**src/verilog/csvc_pkg.sv**
```systemverilog
// constants shared by the comparator sync and reference control block
package csvc_pkg;
    // register byte offsets
    localparam logic [11:0] OFF_CMP_CTRL1 = 12'h000;
    localparam logic [11:0] OFF_VREF_CTRL = 12'h004;
    localparam logic [11:0] OFF_TMR_CTRL  = 12'h008;
    localparam logic [11:0] OFF_TMR_COUNT = 12'h00C;
    localparam logic [11:0] OFF_STATUS    = 12'h010;
    // comparator_control_1 fields
    localparam int BIT_SYNC_EN  = 0;
    localparam int BIT_GATE_SRC = 1;
    localparam int BIT_HYST_EN  = 3;
    localparam int BIT_ALT_CLK  = 4;
    localparam logic [7:0] CTRL1_RESET = 8'h02;
    localparam logic [7:0] CTRL1_MASK  = 8'h1B;
    // voltage_reference_control fields
    localparam int LEVEL_LSB    = 0;
    localparam int LEVEL_W      = 4;
    localparam int BIT_FIXED_EN = 4;
    localparam int BIT_RANGE    = 5;
    localparam int BIT_LADDER   = 7;
    localparam logic [7:0] VREF_RESET = 8'h00;
    localparam logic [7:0] VREF_MASK  = 8'hBF;
    // timer control fields
    localparam int BIT_TMR_ON   = 0;
    localparam int BIT_GATE_EN  = 1;
    localparam int PRE_LSB      = 4;
    localparam int PRE_W        = 2;
    localparam logic [7:0] TMRC_RESET = 8'h00;
    localparam logic [7:0] TMRC_MASK  = 8'h33;
    // timer clock periods in core cycles before prescaling
    localparam logic [5:0] PER_FOSC  = 6'h01;
    localparam logic [5:0] PER_INSTR = 6'h04;
    localparam int TMR_COUNT_W = 16;
endpackage

```
**src/verilog/csvc_tmr_if.sv**
```systemverilog
// timer clock events passed between the clock generator and the control core
interface csvc_tmr_if;
    logic                         altClkSel;
    logic [csvc_pkg::PRE_W-1:0]   prescale;
    logic                         riseEv;
    logic                         fallEv;
    modport gen (input altClkSel, input prescale, output riseEv, output fallEv);
    modport ctl (output altClkSel, output prescale, input riseEv, input fallEv);
endinterface

```
**src/verilog/csvc_timer_clk.sv**
```systemverilog
// prescaled timer clock, expressed as rising and falling edge events
module csvc_timer_clk (
    input wire logic   core_clk,
    input wire logic   rstn,
    csvc_tmr_if.gen    tmr
);
    logic [5:0]                 phase;
    logic [5:0]                 period;
    logic [5:0]                 half;
    logic                       cfgPrevAlt;
    logic [csvc_pkg::PRE_W-1:0] cfgPrevPre;
    logic                       cfgChg;

    // source select then prescale
    assign period = (tmr.altClkSel ? csvc_pkg::PER_FOSC : csvc_pkg::PER_INSTR)
                    << tmr.prescale; // RULE5 RULE2
    assign half   = period >> 1;
    assign cfgChg = (cfgPrevAlt != tmr.altClkSel) || (cfgPrevPre != tmr.prescale);

    // phase restarts on any clock change so the edges never tear
    always_ff @(posedge core_clk or negedge rstn) begin
        if (!rstn) begin
            phase      <= 6'h00;
            cfgPrevAlt <= 1'b0;
            cfgPrevPre <= '0;
        end else begin
            cfgPrevAlt <= tmr.altClkSel;
            cfgPrevPre <= tmr.prescale;
            if (cfgChg || phase == 6'(period - 6'h01))
                phase <= 6'h00;
            else
                phase <= 6'(phase + 6'h01);
        end
    end

    // falling edge half a period after the rising one; coincide at period 1
    assign tmr.riseEv = (phase == 6'h00); // RULE3
    assign tmr.fallEv = (phase == half);  // RULE1
endmodule

```
**src/verilog/csvc_cmp_sync.sv**
```systemverilog
// comparator output capture on the timer clock falling edge
module csvc_cmp_sync (
    input wire logic  core_clk,
    input wire logic  rstn,
    input wire logic  syncEn,
    input wire logic  cmpOut,
    csvc_tmr_if.ctl   tmr,
    output logic      cmpSel
);
    logic latched;

    // latch only on the prescaled falling edge
    always_ff @(posedge core_clk or negedge rstn) begin
        if (!rstn)
            latched <= 1'b0;
        else if (tmr.fallEv)
            latched <= cmpOut; // RULE1 RULE2
    end

    // pass through when unsynchronized
    assign cmpSel = syncEn ? latched : cmpOut; // RULE4
endmodule

```
**src/verilog/csvc_top.sv**
```systemverilog
// comparator sync, timer gate and voltage reference control with apb registers
// Overview of operation
// (RULE1) with sync on, comparator output latched at timer clock falling edge
// (RULE2) with a prescaler, the latch uses the prescaled timer clock
// (RULE3) timer counts on rising edges, opposite to the capture edge
// (RULE4) sync enable bit 0, reset 0; 1 latched, 0 passes through
// (RULE5) bit 4: 1 timer runs at system clock, 0 at system/4
// (RULE6) bit 3 drives hysteresis enable output; resets to 0
// (RULE7) bit 1 resets to 1: 1 external gate pin, 0 comparator
// (RULE8) unimplemented bits read zero and ignore writes
// (RULE9) ladder enable bit 7 powers ladder and routes it to comparator
// (RULE10) ladder enable 0 selects the fixed reference for comparator
// (RULE11) ladder enable 0 removes ladder power
// (RULE12) bit 5: 1 low ladder range, 0 high range; resets 0
// (RULE13) bits 3..0 pick one of 16 ladder taps; reset 0
// (RULE14) bit 4 turns fixed reference on or off; resets 0
// (RULE15) fixed reference forced on while fast internal oscillator runs
// (RULE16) both enables 0 clamp comparator reference to ground
// (RULE17) software waits for fixed reference settling before use
// (RULE18) software sets sync when comparator gates the timer
// (RULE19) the selected comparator output feeds the gate mux comparator input
module csvc_top (
    input wire logic         core_clk,
    input wire logic         rstn,
    input wire logic         psel,
    input wire logic         penable,
    input wire logic         pwrite,
    input wire logic [11:0]  paddr,
    input wire logic [31:0]  pwdata,
    output logic [31:0]      prdata,
    output logic             pready,
    output logic             pslverr,
    input wire logic         cmpOut,
    input wire logic         extGatePin,
    input wire logic         hfInternalOscActive,
    output logic             cmpOutSync,
    output logic             timerGate,
    output logic             timerAltClkSel,
    output logic [15:0]      timerCount,
    output logic             cmpHysteresisEn,
    output logic             ladderPowerEn,
    output logic             ladderRefSel,
    output logic             ladderRangeSel,
    output logic [3:0]       ladderLevel,
    output logic             fixedRefPowerEn,
    output logic             refClampGnd
);
    logic [7:0]  comparatorControl1;
    logic [7:0]  voltageReferenceControl;
    logic [7:0]  timerControl;
    logic [csvc_pkg::TMR_COUNT_W-1:0] count;
    logic        cmpSel;
    logic        gateSrc;
    logic        countEn;
    logic        wrDone;
    logic        setup;
    logic        mapped;
    logic [31:0] next_prdata;

    csvc_tmr_if tmrIf ();

    // timer clock configuration straight from the registers
    assign tmrIf.altClkSel = comparatorControl1[csvc_pkg::BIT_ALT_CLK]; // RULE5
    assign tmrIf.prescale  = timerControl[csvc_pkg::PRE_LSB +: csvc_pkg::PRE_W]; // RULE2

    csvc_timer_clk uClk (
        .core_clk (core_clk),
        .rstn     (rstn),
        .tmr      (tmrIf.gen)
    );

    csvc_cmp_sync uSync (
        .core_clk (core_clk),
        .rstn     (rstn),
        .syncEn   (comparatorControl1[csvc_pkg::BIT_SYNC_EN]), // RULE4
        .cmpOut   (cmpOut),
        .tmr      (tmrIf.ctl),
        .cmpSel   (cmpSel)
    );

    // apb: no wait state, pready rises in the first access cycle
    assign setup  = psel && !penable;
    assign wrDone = psel && penable && pready && pwrite;
    assign mapped = (paddr == csvc_pkg::OFF_CMP_CTRL1) || (paddr == csvc_pkg::OFF_VREF_CTRL)
                 || (paddr == csvc_pkg::OFF_TMR_CTRL) || (paddr == csvc_pkg::OFF_TMR_COUNT)
                 || (paddr == csvc_pkg::OFF_STATUS);

    // read mux; reserved bits are never stored so they read zero
    always_comb begin
        next_prdata = 32'h0000_0000;
        unique case (paddr)
            csvc_pkg::OFF_CMP_CTRL1: next_prdata[7:0] = comparatorControl1; // RULE8
            csvc_pkg::OFF_VREF_CTRL: next_prdata[7:0] = voltageReferenceControl; // RULE8
            csvc_pkg::OFF_TMR_CTRL:  next_prdata[7:0] = timerControl;
            csvc_pkg::OFF_TMR_COUNT: next_prdata[15:0] = count;
            csvc_pkg::OFF_STATUS:    next_prdata[2:0] = {timerGate, cmpSel, cmpOut};
            default:                 next_prdata = 32'h0000_0000;
        endcase
    end

    // bus answer registered at the setup cycle
    always_ff @(posedge core_clk or negedge rstn) begin
        if (!rstn) begin
            pready  <= 1'b0;
            pslverr <= 1'b0;
            prdata  <= 32'h0000_0000;
        end else begin
            pready  <= setup;
            pslverr <= setup && !mapped;
            if (setup && !pwrite)
                prdata <= next_prdata;
            else if (setup)
                prdata <= 32'h0000_0000;
        end
    end

    // control registers; writes mask out unimplemented bits
    always_ff @(posedge core_clk or negedge rstn) begin
        if (!rstn) begin
            comparatorControl1      <= csvc_pkg::CTRL1_RESET; // RULE4 RULE6 RULE7
            voltageReferenceControl <= csvc_pkg::VREF_RESET; // RULE12 RULE13 RULE14
            timerControl            <= csvc_pkg::TMRC_RESET;
        end else if (wrDone) begin
            if (paddr == csvc_pkg::OFF_CMP_CTRL1)
                comparatorControl1 <= pwdata[7:0] & csvc_pkg::CTRL1_MASK; // RULE8
            if (paddr == csvc_pkg::OFF_VREF_CTRL)
                voltageReferenceControl <= pwdata[7:0] & csvc_pkg::VREF_MASK; // RULE8
            if (paddr == csvc_pkg::OFF_TMR_CTRL)
                timerControl <= pwdata[7:0] & csvc_pkg::TMRC_MASK;
        end
    end

    // gate mux: the comparator side sees the same selected output as downstream
    assign gateSrc = comparatorControl1[csvc_pkg::BIT_GATE_SRC] ? extGatePin
                                                                : cmpSel; // RULE7 RULE19
    // gating read before the latch moves on a coinciding edge, so no race
    assign countEn = timerControl[csvc_pkg::BIT_TMR_ON]
                  && (!timerControl[csvc_pkg::BIT_GATE_EN] || gateSrc);

    // counter advances only on the rising timer clock event
    always_ff @(posedge core_clk or negedge rstn) begin
        if (!rstn)
            count <= '0;
        else if (tmrIf.riseEv && countEn)
            count <= count + csvc_pkg::TMR_COUNT_W'(1); // RULE3
    end

    // comparator side outputs
    always_ff @(posedge core_clk or negedge rstn) begin
        if (!rstn) begin
            cmpOutSync      <= 1'b0;
            timerGate       <= 1'b0;
            timerAltClkSel  <= 1'b0;
            timerCount      <= 16'h0000;
            cmpHysteresisEn <= 1'b0;
        end else begin
            cmpOutSync      <= cmpSel; // RULE1 RULE4
            timerGate       <= gateSrc; // RULE19
            timerAltClkSel  <= comparatorControl1[csvc_pkg::BIT_ALT_CLK]; // RULE5
            timerCount      <= count;
            cmpHysteresisEn <= comparatorControl1[csvc_pkg::BIT_HYST_EN]; // RULE6
        end
    end

    // reference side outputs; the hf oscillator keeps the fixed reference alive
    always_ff @(posedge core_clk or negedge rstn) begin
        if (!rstn) begin
            ladderPowerEn   <= 1'b0;
            ladderRefSel    <= 1'b0;
            ladderRangeSel  <= 1'b0;
            ladderLevel     <= 4'h0;
            fixedRefPowerEn <= 1'b0;
            refClampGnd     <= 1'b1;
        end else begin
            ladderPowerEn   <= voltageReferenceControl[csvc_pkg::BIT_LADDER]; // RULE9 RULE11
            ladderRefSel    <= voltageReferenceControl[csvc_pkg::BIT_LADDER]; // RULE9 RULE10
            ladderRangeSel  <= voltageReferenceControl[csvc_pkg::BIT_RANGE]; // RULE12
            ladderLevel     <= voltageReferenceControl[csvc_pkg::LEVEL_LSB +:
                                                       csvc_pkg::LEVEL_W]; // RULE13
            fixedRefPowerEn <= voltageReferenceControl[csvc_pkg::BIT_FIXED_EN]
                            || hfInternalOscActive; // RULE14 RULE15
            // clamp follows the bits only; settling is left to software
            refClampGnd     <= !voltageReferenceControl[csvc_pkg::BIT_LADDER]
                            && !voltageReferenceControl[csvc_pkg::BIT_FIXED_EN]; // RULE16
        end
    end
endmodule

```
**config.mk**
```make
export PLATFORM = sky130hd
export DESIGN_NAME = csvc_top
export DESIGN_NICKNAME = d
export VERILOG_FILES = /design/src/verilog/csvc_pkg.sv /design/src/verilog/csvc_tmr_if.sv /design/src/verilog/csvc_timer_clk.sv /design/src/verilog/csvc_cmp_sync.sv /design/src/verilog/csvc_top.sv
export SDC_FILE = /design/constraint.sdc
export NUM_CORES = 1
export LEC_CHECK = 0
export ABC_AREA = 1
export BUFFER_PORTS_ARGS = -buffer_cell sky130_fd_sc_hd__clkbuf_2
export CAP_MARGIN = 20
export CELL_PAD_IN_SITES_DETAIL_PLACEMENT = 1
export CELL_PAD_IN_SITES_GLOBAL_PLACEMENT = 1
export CORE_UTILIZATION = 39
export DETAILED_ROUTE_END_ITERATION = 10
export PLACE_DENSITY_LB_ADDON = 0.1
export SLEW_MARGIN = 20
export SYNTH_ARGS = -nofsm -noshare
export SYNTH_HDL_FRONTEND = slang
export SYNTH_SLANG_ARGS = --single-unit
```
**constraint.sdc**
```tcl
create_clock -name core_clk -period 2.3 [get_ports core_clk]
set_clock_uncertainty 0.2 [all_clocks]
set_input_delay 0.345 -clock core_clk [delete_from_list [all_inputs] [get_ports core_clk]]
set_output_delay 0.345 -clock core_clk [all_outputs]
set_load 0.02 [all_outputs]
```
==> results.cfg <==
[min_path]
timing.hold.worst.class = in -> reg

[floorplanning]
floorplan.die_area_mm2 = 0.0113
core-area_mm2 = 0.0105
die-width_um = 107
floorplan.die.height_um = 107
top_level_ports = 115
initial_core_util_pct = 40.7
number_of_standard_cell_rows_in_the_floorplan = 37

[sta]
finalMaxSlewViolations = 0
finalSetupViolCount = 0
finalCriticalPeriod_ns = 2.00
timing_worst_slew_pin_value_ns = 0.592
max_freq_mhz = 501
hold-worst-slack_ns = 0.0114
final_critical_path_setup_slack_ns = 0.305
hold_violation_total_from_the_final_report = 0
min_period_over_period_pct = 86.7
relSlewSlack_pct = 60.5
totalNegativeSetupSlack_ns = 0
rsz_0062_raised_after_global_routing = false

[finish]
layout.core_utilization_pct = 47.5
layout_common_cells = sky130_fd_sc_hd__nand2_1 (143), sky130_fd_sc_hd__dfrtp_1 (84), sky130_fd_sc_hd__clkbuf_2 (72)
antenna_cells_inserted = 0
nets = 629
final_std_cell_area_no_fill_mm2 = 0.00496
syn2layout_area_growth_pct = 16.5
layout.cells.most_common = sky130_fd_sc_hd__nand2_1
post_layout_nonfiller_instances = 714
layout-drive-gt1-share_pct = 24.7

[setup_path]
cp.arrival_ns = 2.05
cp-end-kind = register
cp-start-kind = register
critical_path_peak_fanout = 7
path_class = reg -> reg
worst_path_required_time_ns = 2.35

[routing]
vias_per_cell = 4.82
drc_violation_total_after_the_first_tritonroute_iteration = 73
drcViolationCount = 0
drtAntennaViolNets = 0
drt_pass1_iterations = 4
route.final.wire_length_mm = 10.5
routed_wire_length_per_instance_um = 14.7
vias = 3442

[clock_tree]
numCtsBuffers = 9
ctsResizeCount = 0
clock_path_buffers = 2
worst_skew_pair.late_latency_ns = 0.36
cts.root.buffer_cell = sky130_fd_sc_hd__clkbuf_8
htreeDepth = 3
clkSinkCount = 86
clock_transition_at_the_registers_of_the_reported_paths_ns = 0.09
clock_tree_from_tritoncts = done

[logic_synthesis]
synthDistinctLibCells = 35
synth_cells = 489
yosys-top-cells-area = sky130_fd_sc_hd__dfrtp_1 (49%), sky130_fd_sc_hd__nand2_1 (13%), sky130_fd_sc_hd__nand3_1 (5.2%)
ys.warnings.count = 0
mappedNetlistArea_mm2 = 0.00426
postSynthRegisterBits = 86
synth_sequential_area_ratio_pct = 50.6
syn-mean-instance-area_um2 = 8.71
synth_top_cell_by_area = sky130_fd_sc_hd__dfrtp_1
synth_largest_type_area_fraction_pct = 49.3

[global_route]
antenna_found_initial = 0
grt_first_pass_wirelength_mm = 17.6
grt.busiest_layer = met2
grt_util_met3_pct = 3.37
gr-usage-met2_pct = 35.9
first_global_vias = 3575
grt_start_max_net_pins = 47
gr-usage-met1_pct = 24.6
globalRouteTotalUtil_pct = 20.0
globalRouteOverflowTotal = 0

[flow_run]
drv.max_cap_violation_count = 0

[placement]
dp.cells = 694
port-buffer-count = 73
area_after_dpl_mm2 = 0.00471
gp_routability_congestion = 0.809
detailed_place_hpwl_mm = 7.97
setup_ws_pre_cts_ns = 0.324

[power_and_ir_drop]
clockPowerShare_pct = 40.7
pwr-share-seq_pct = 53.2
p_leak_nw = 2.57
comb_power_share_pct = 6.1
power_report.internal_total_mw = 2.19
power_per_cell_area_mw_per_mm2 = 582
reported_net_switching_power_mw = 0.702
finalPower_mw = 2.89
sw_share_pct = 24.3
peakVddDrop_mv = 0.324

[run_status]
status = finished clean
## cells by family after synthesis
family / share of synthesized area, %
and+or+nand+nor: 28.9
DFF: 50.6
buffers and inverters: 9.72
AOI/OAI and AO/OA: 6.11
xor gates and xnor gates: 3.49
adders and majority gates: 1.17
other: 0.0880
## worst max-delay path, stage by stage, from the launching register on
cell and delay (ns):
sky130_fd_sc_hd__dfrtp_1 0.39, sky130_fd_sc_hd__inv_2 0.13, sky130_fd_sc_hd__nand3_1 0.14, sky130_fd_sc_hd__ha_1 0.32, sky130_fd_sc_hd__inv_1 0.04, sky130_fd_sc_hd__nand2_1 0.05
sky130_fd_sc_hd__nand3_1 0.07, sky130_fd_sc_hd__nor2_1 0.10, sky130_fd_sc_hd__nand2_1 0.06, sky130_fd_sc_hd__nor2_1 0.09, sky130_fd_sc_hd__nand3_1 0.09, sky130_fd_sc_hd__nand2_2 0.14
sky130_fd_sc_hd__nor2_1 0.06
## path summary, 6_finish.rpt
kind / depth (start not counted) / slack (ns) / startpoint / end
max: 12 / 0.30 / timerControl[5] / uClk.phase[4]
min: 3 / 0.01 / pwdata[2] / voltageReferenceControl[2]
max reg2reg: 12 / 0.30 / timerControl[5] / uClk.phase[4]
min reg2reg: 0 / 0.22 / count[15] / timerCount[15]
max in group asynchronous: 3 / 0.96 / rstn / prdata[11]
min in group asynchronous: 2 / 0.31 / rstn / ladderLevel[2]
## state kept, by name, summed over array words and instances (netlist names), 2 cells and up
| signal | flops |
|---|---|
| timerControl | 4 |
| uClk.cfgPrevPre | 2 |
| voltageReferenceControl | 7 |
| comparatorControl1 | 4 |
| timerCount | 16 |
| uClk.phase | 6 |
| ladderLevel | 4 |
| prdata | 16 |
| count | 16 |
## Yosys cell counts (all sizes together)
cell type / count
buf: 26
clkinv: 2
conb: 1
dfrtp: 84
dfstp: 2
ha: 4
inv: 51
nand2: 152
nand3: 48
nand4: 5
nor2: 42
nor3: 13
nor3b: 1
nor4: 1
o211ai: 1
o21ai: 30
o31ai: 8
or2: 1
xnor2: 2
xor2: 15
## timing repair
item	4_1_cts	5_1_grt
hold buffers	4	0
setup buffers	0	0
endpoints found under the hold margin	44	0
## cell type report
| class | instances | area, um^2 |
|---|---|---|
| tap | 136 | 170 |
| clock inverter | 5 | 83.8 |
| sequential | 86 | 2150 |
| clock buffer | 11 | 131 |
| multi-input combinational | 339 | 1750 |
| fill | 1316 | 5500 |
| timing repair buffer | 84 | 473 |
| inverter | 53 | 203 |
## power by group through the flow
stage,clock [mW],sequential [mW],combinational [mW]
2_1_floorplan,0,1.56,0.111
3_3_place_gp,0,1.57,0.169
5_1_grt,1.27,1.54,0.199
6_report,1.18,1.54,0.176
3_5_place_dp,0,1.57,0.173
4_1_cts,1.22,1.54,0.179
## routing by layer
metal / wire length [um] / part of all wire [%] / up-vias
li1: - / - / 1688
met1: 4640 / 44 / 1690
met2: 5440 / 52 / 51
met3: 282 / 2.7 / 13
met4: 137 / 1.3 / 0
met5: 0 / 0 / -
Note: power is estimated with default switching activity, not from simulation.
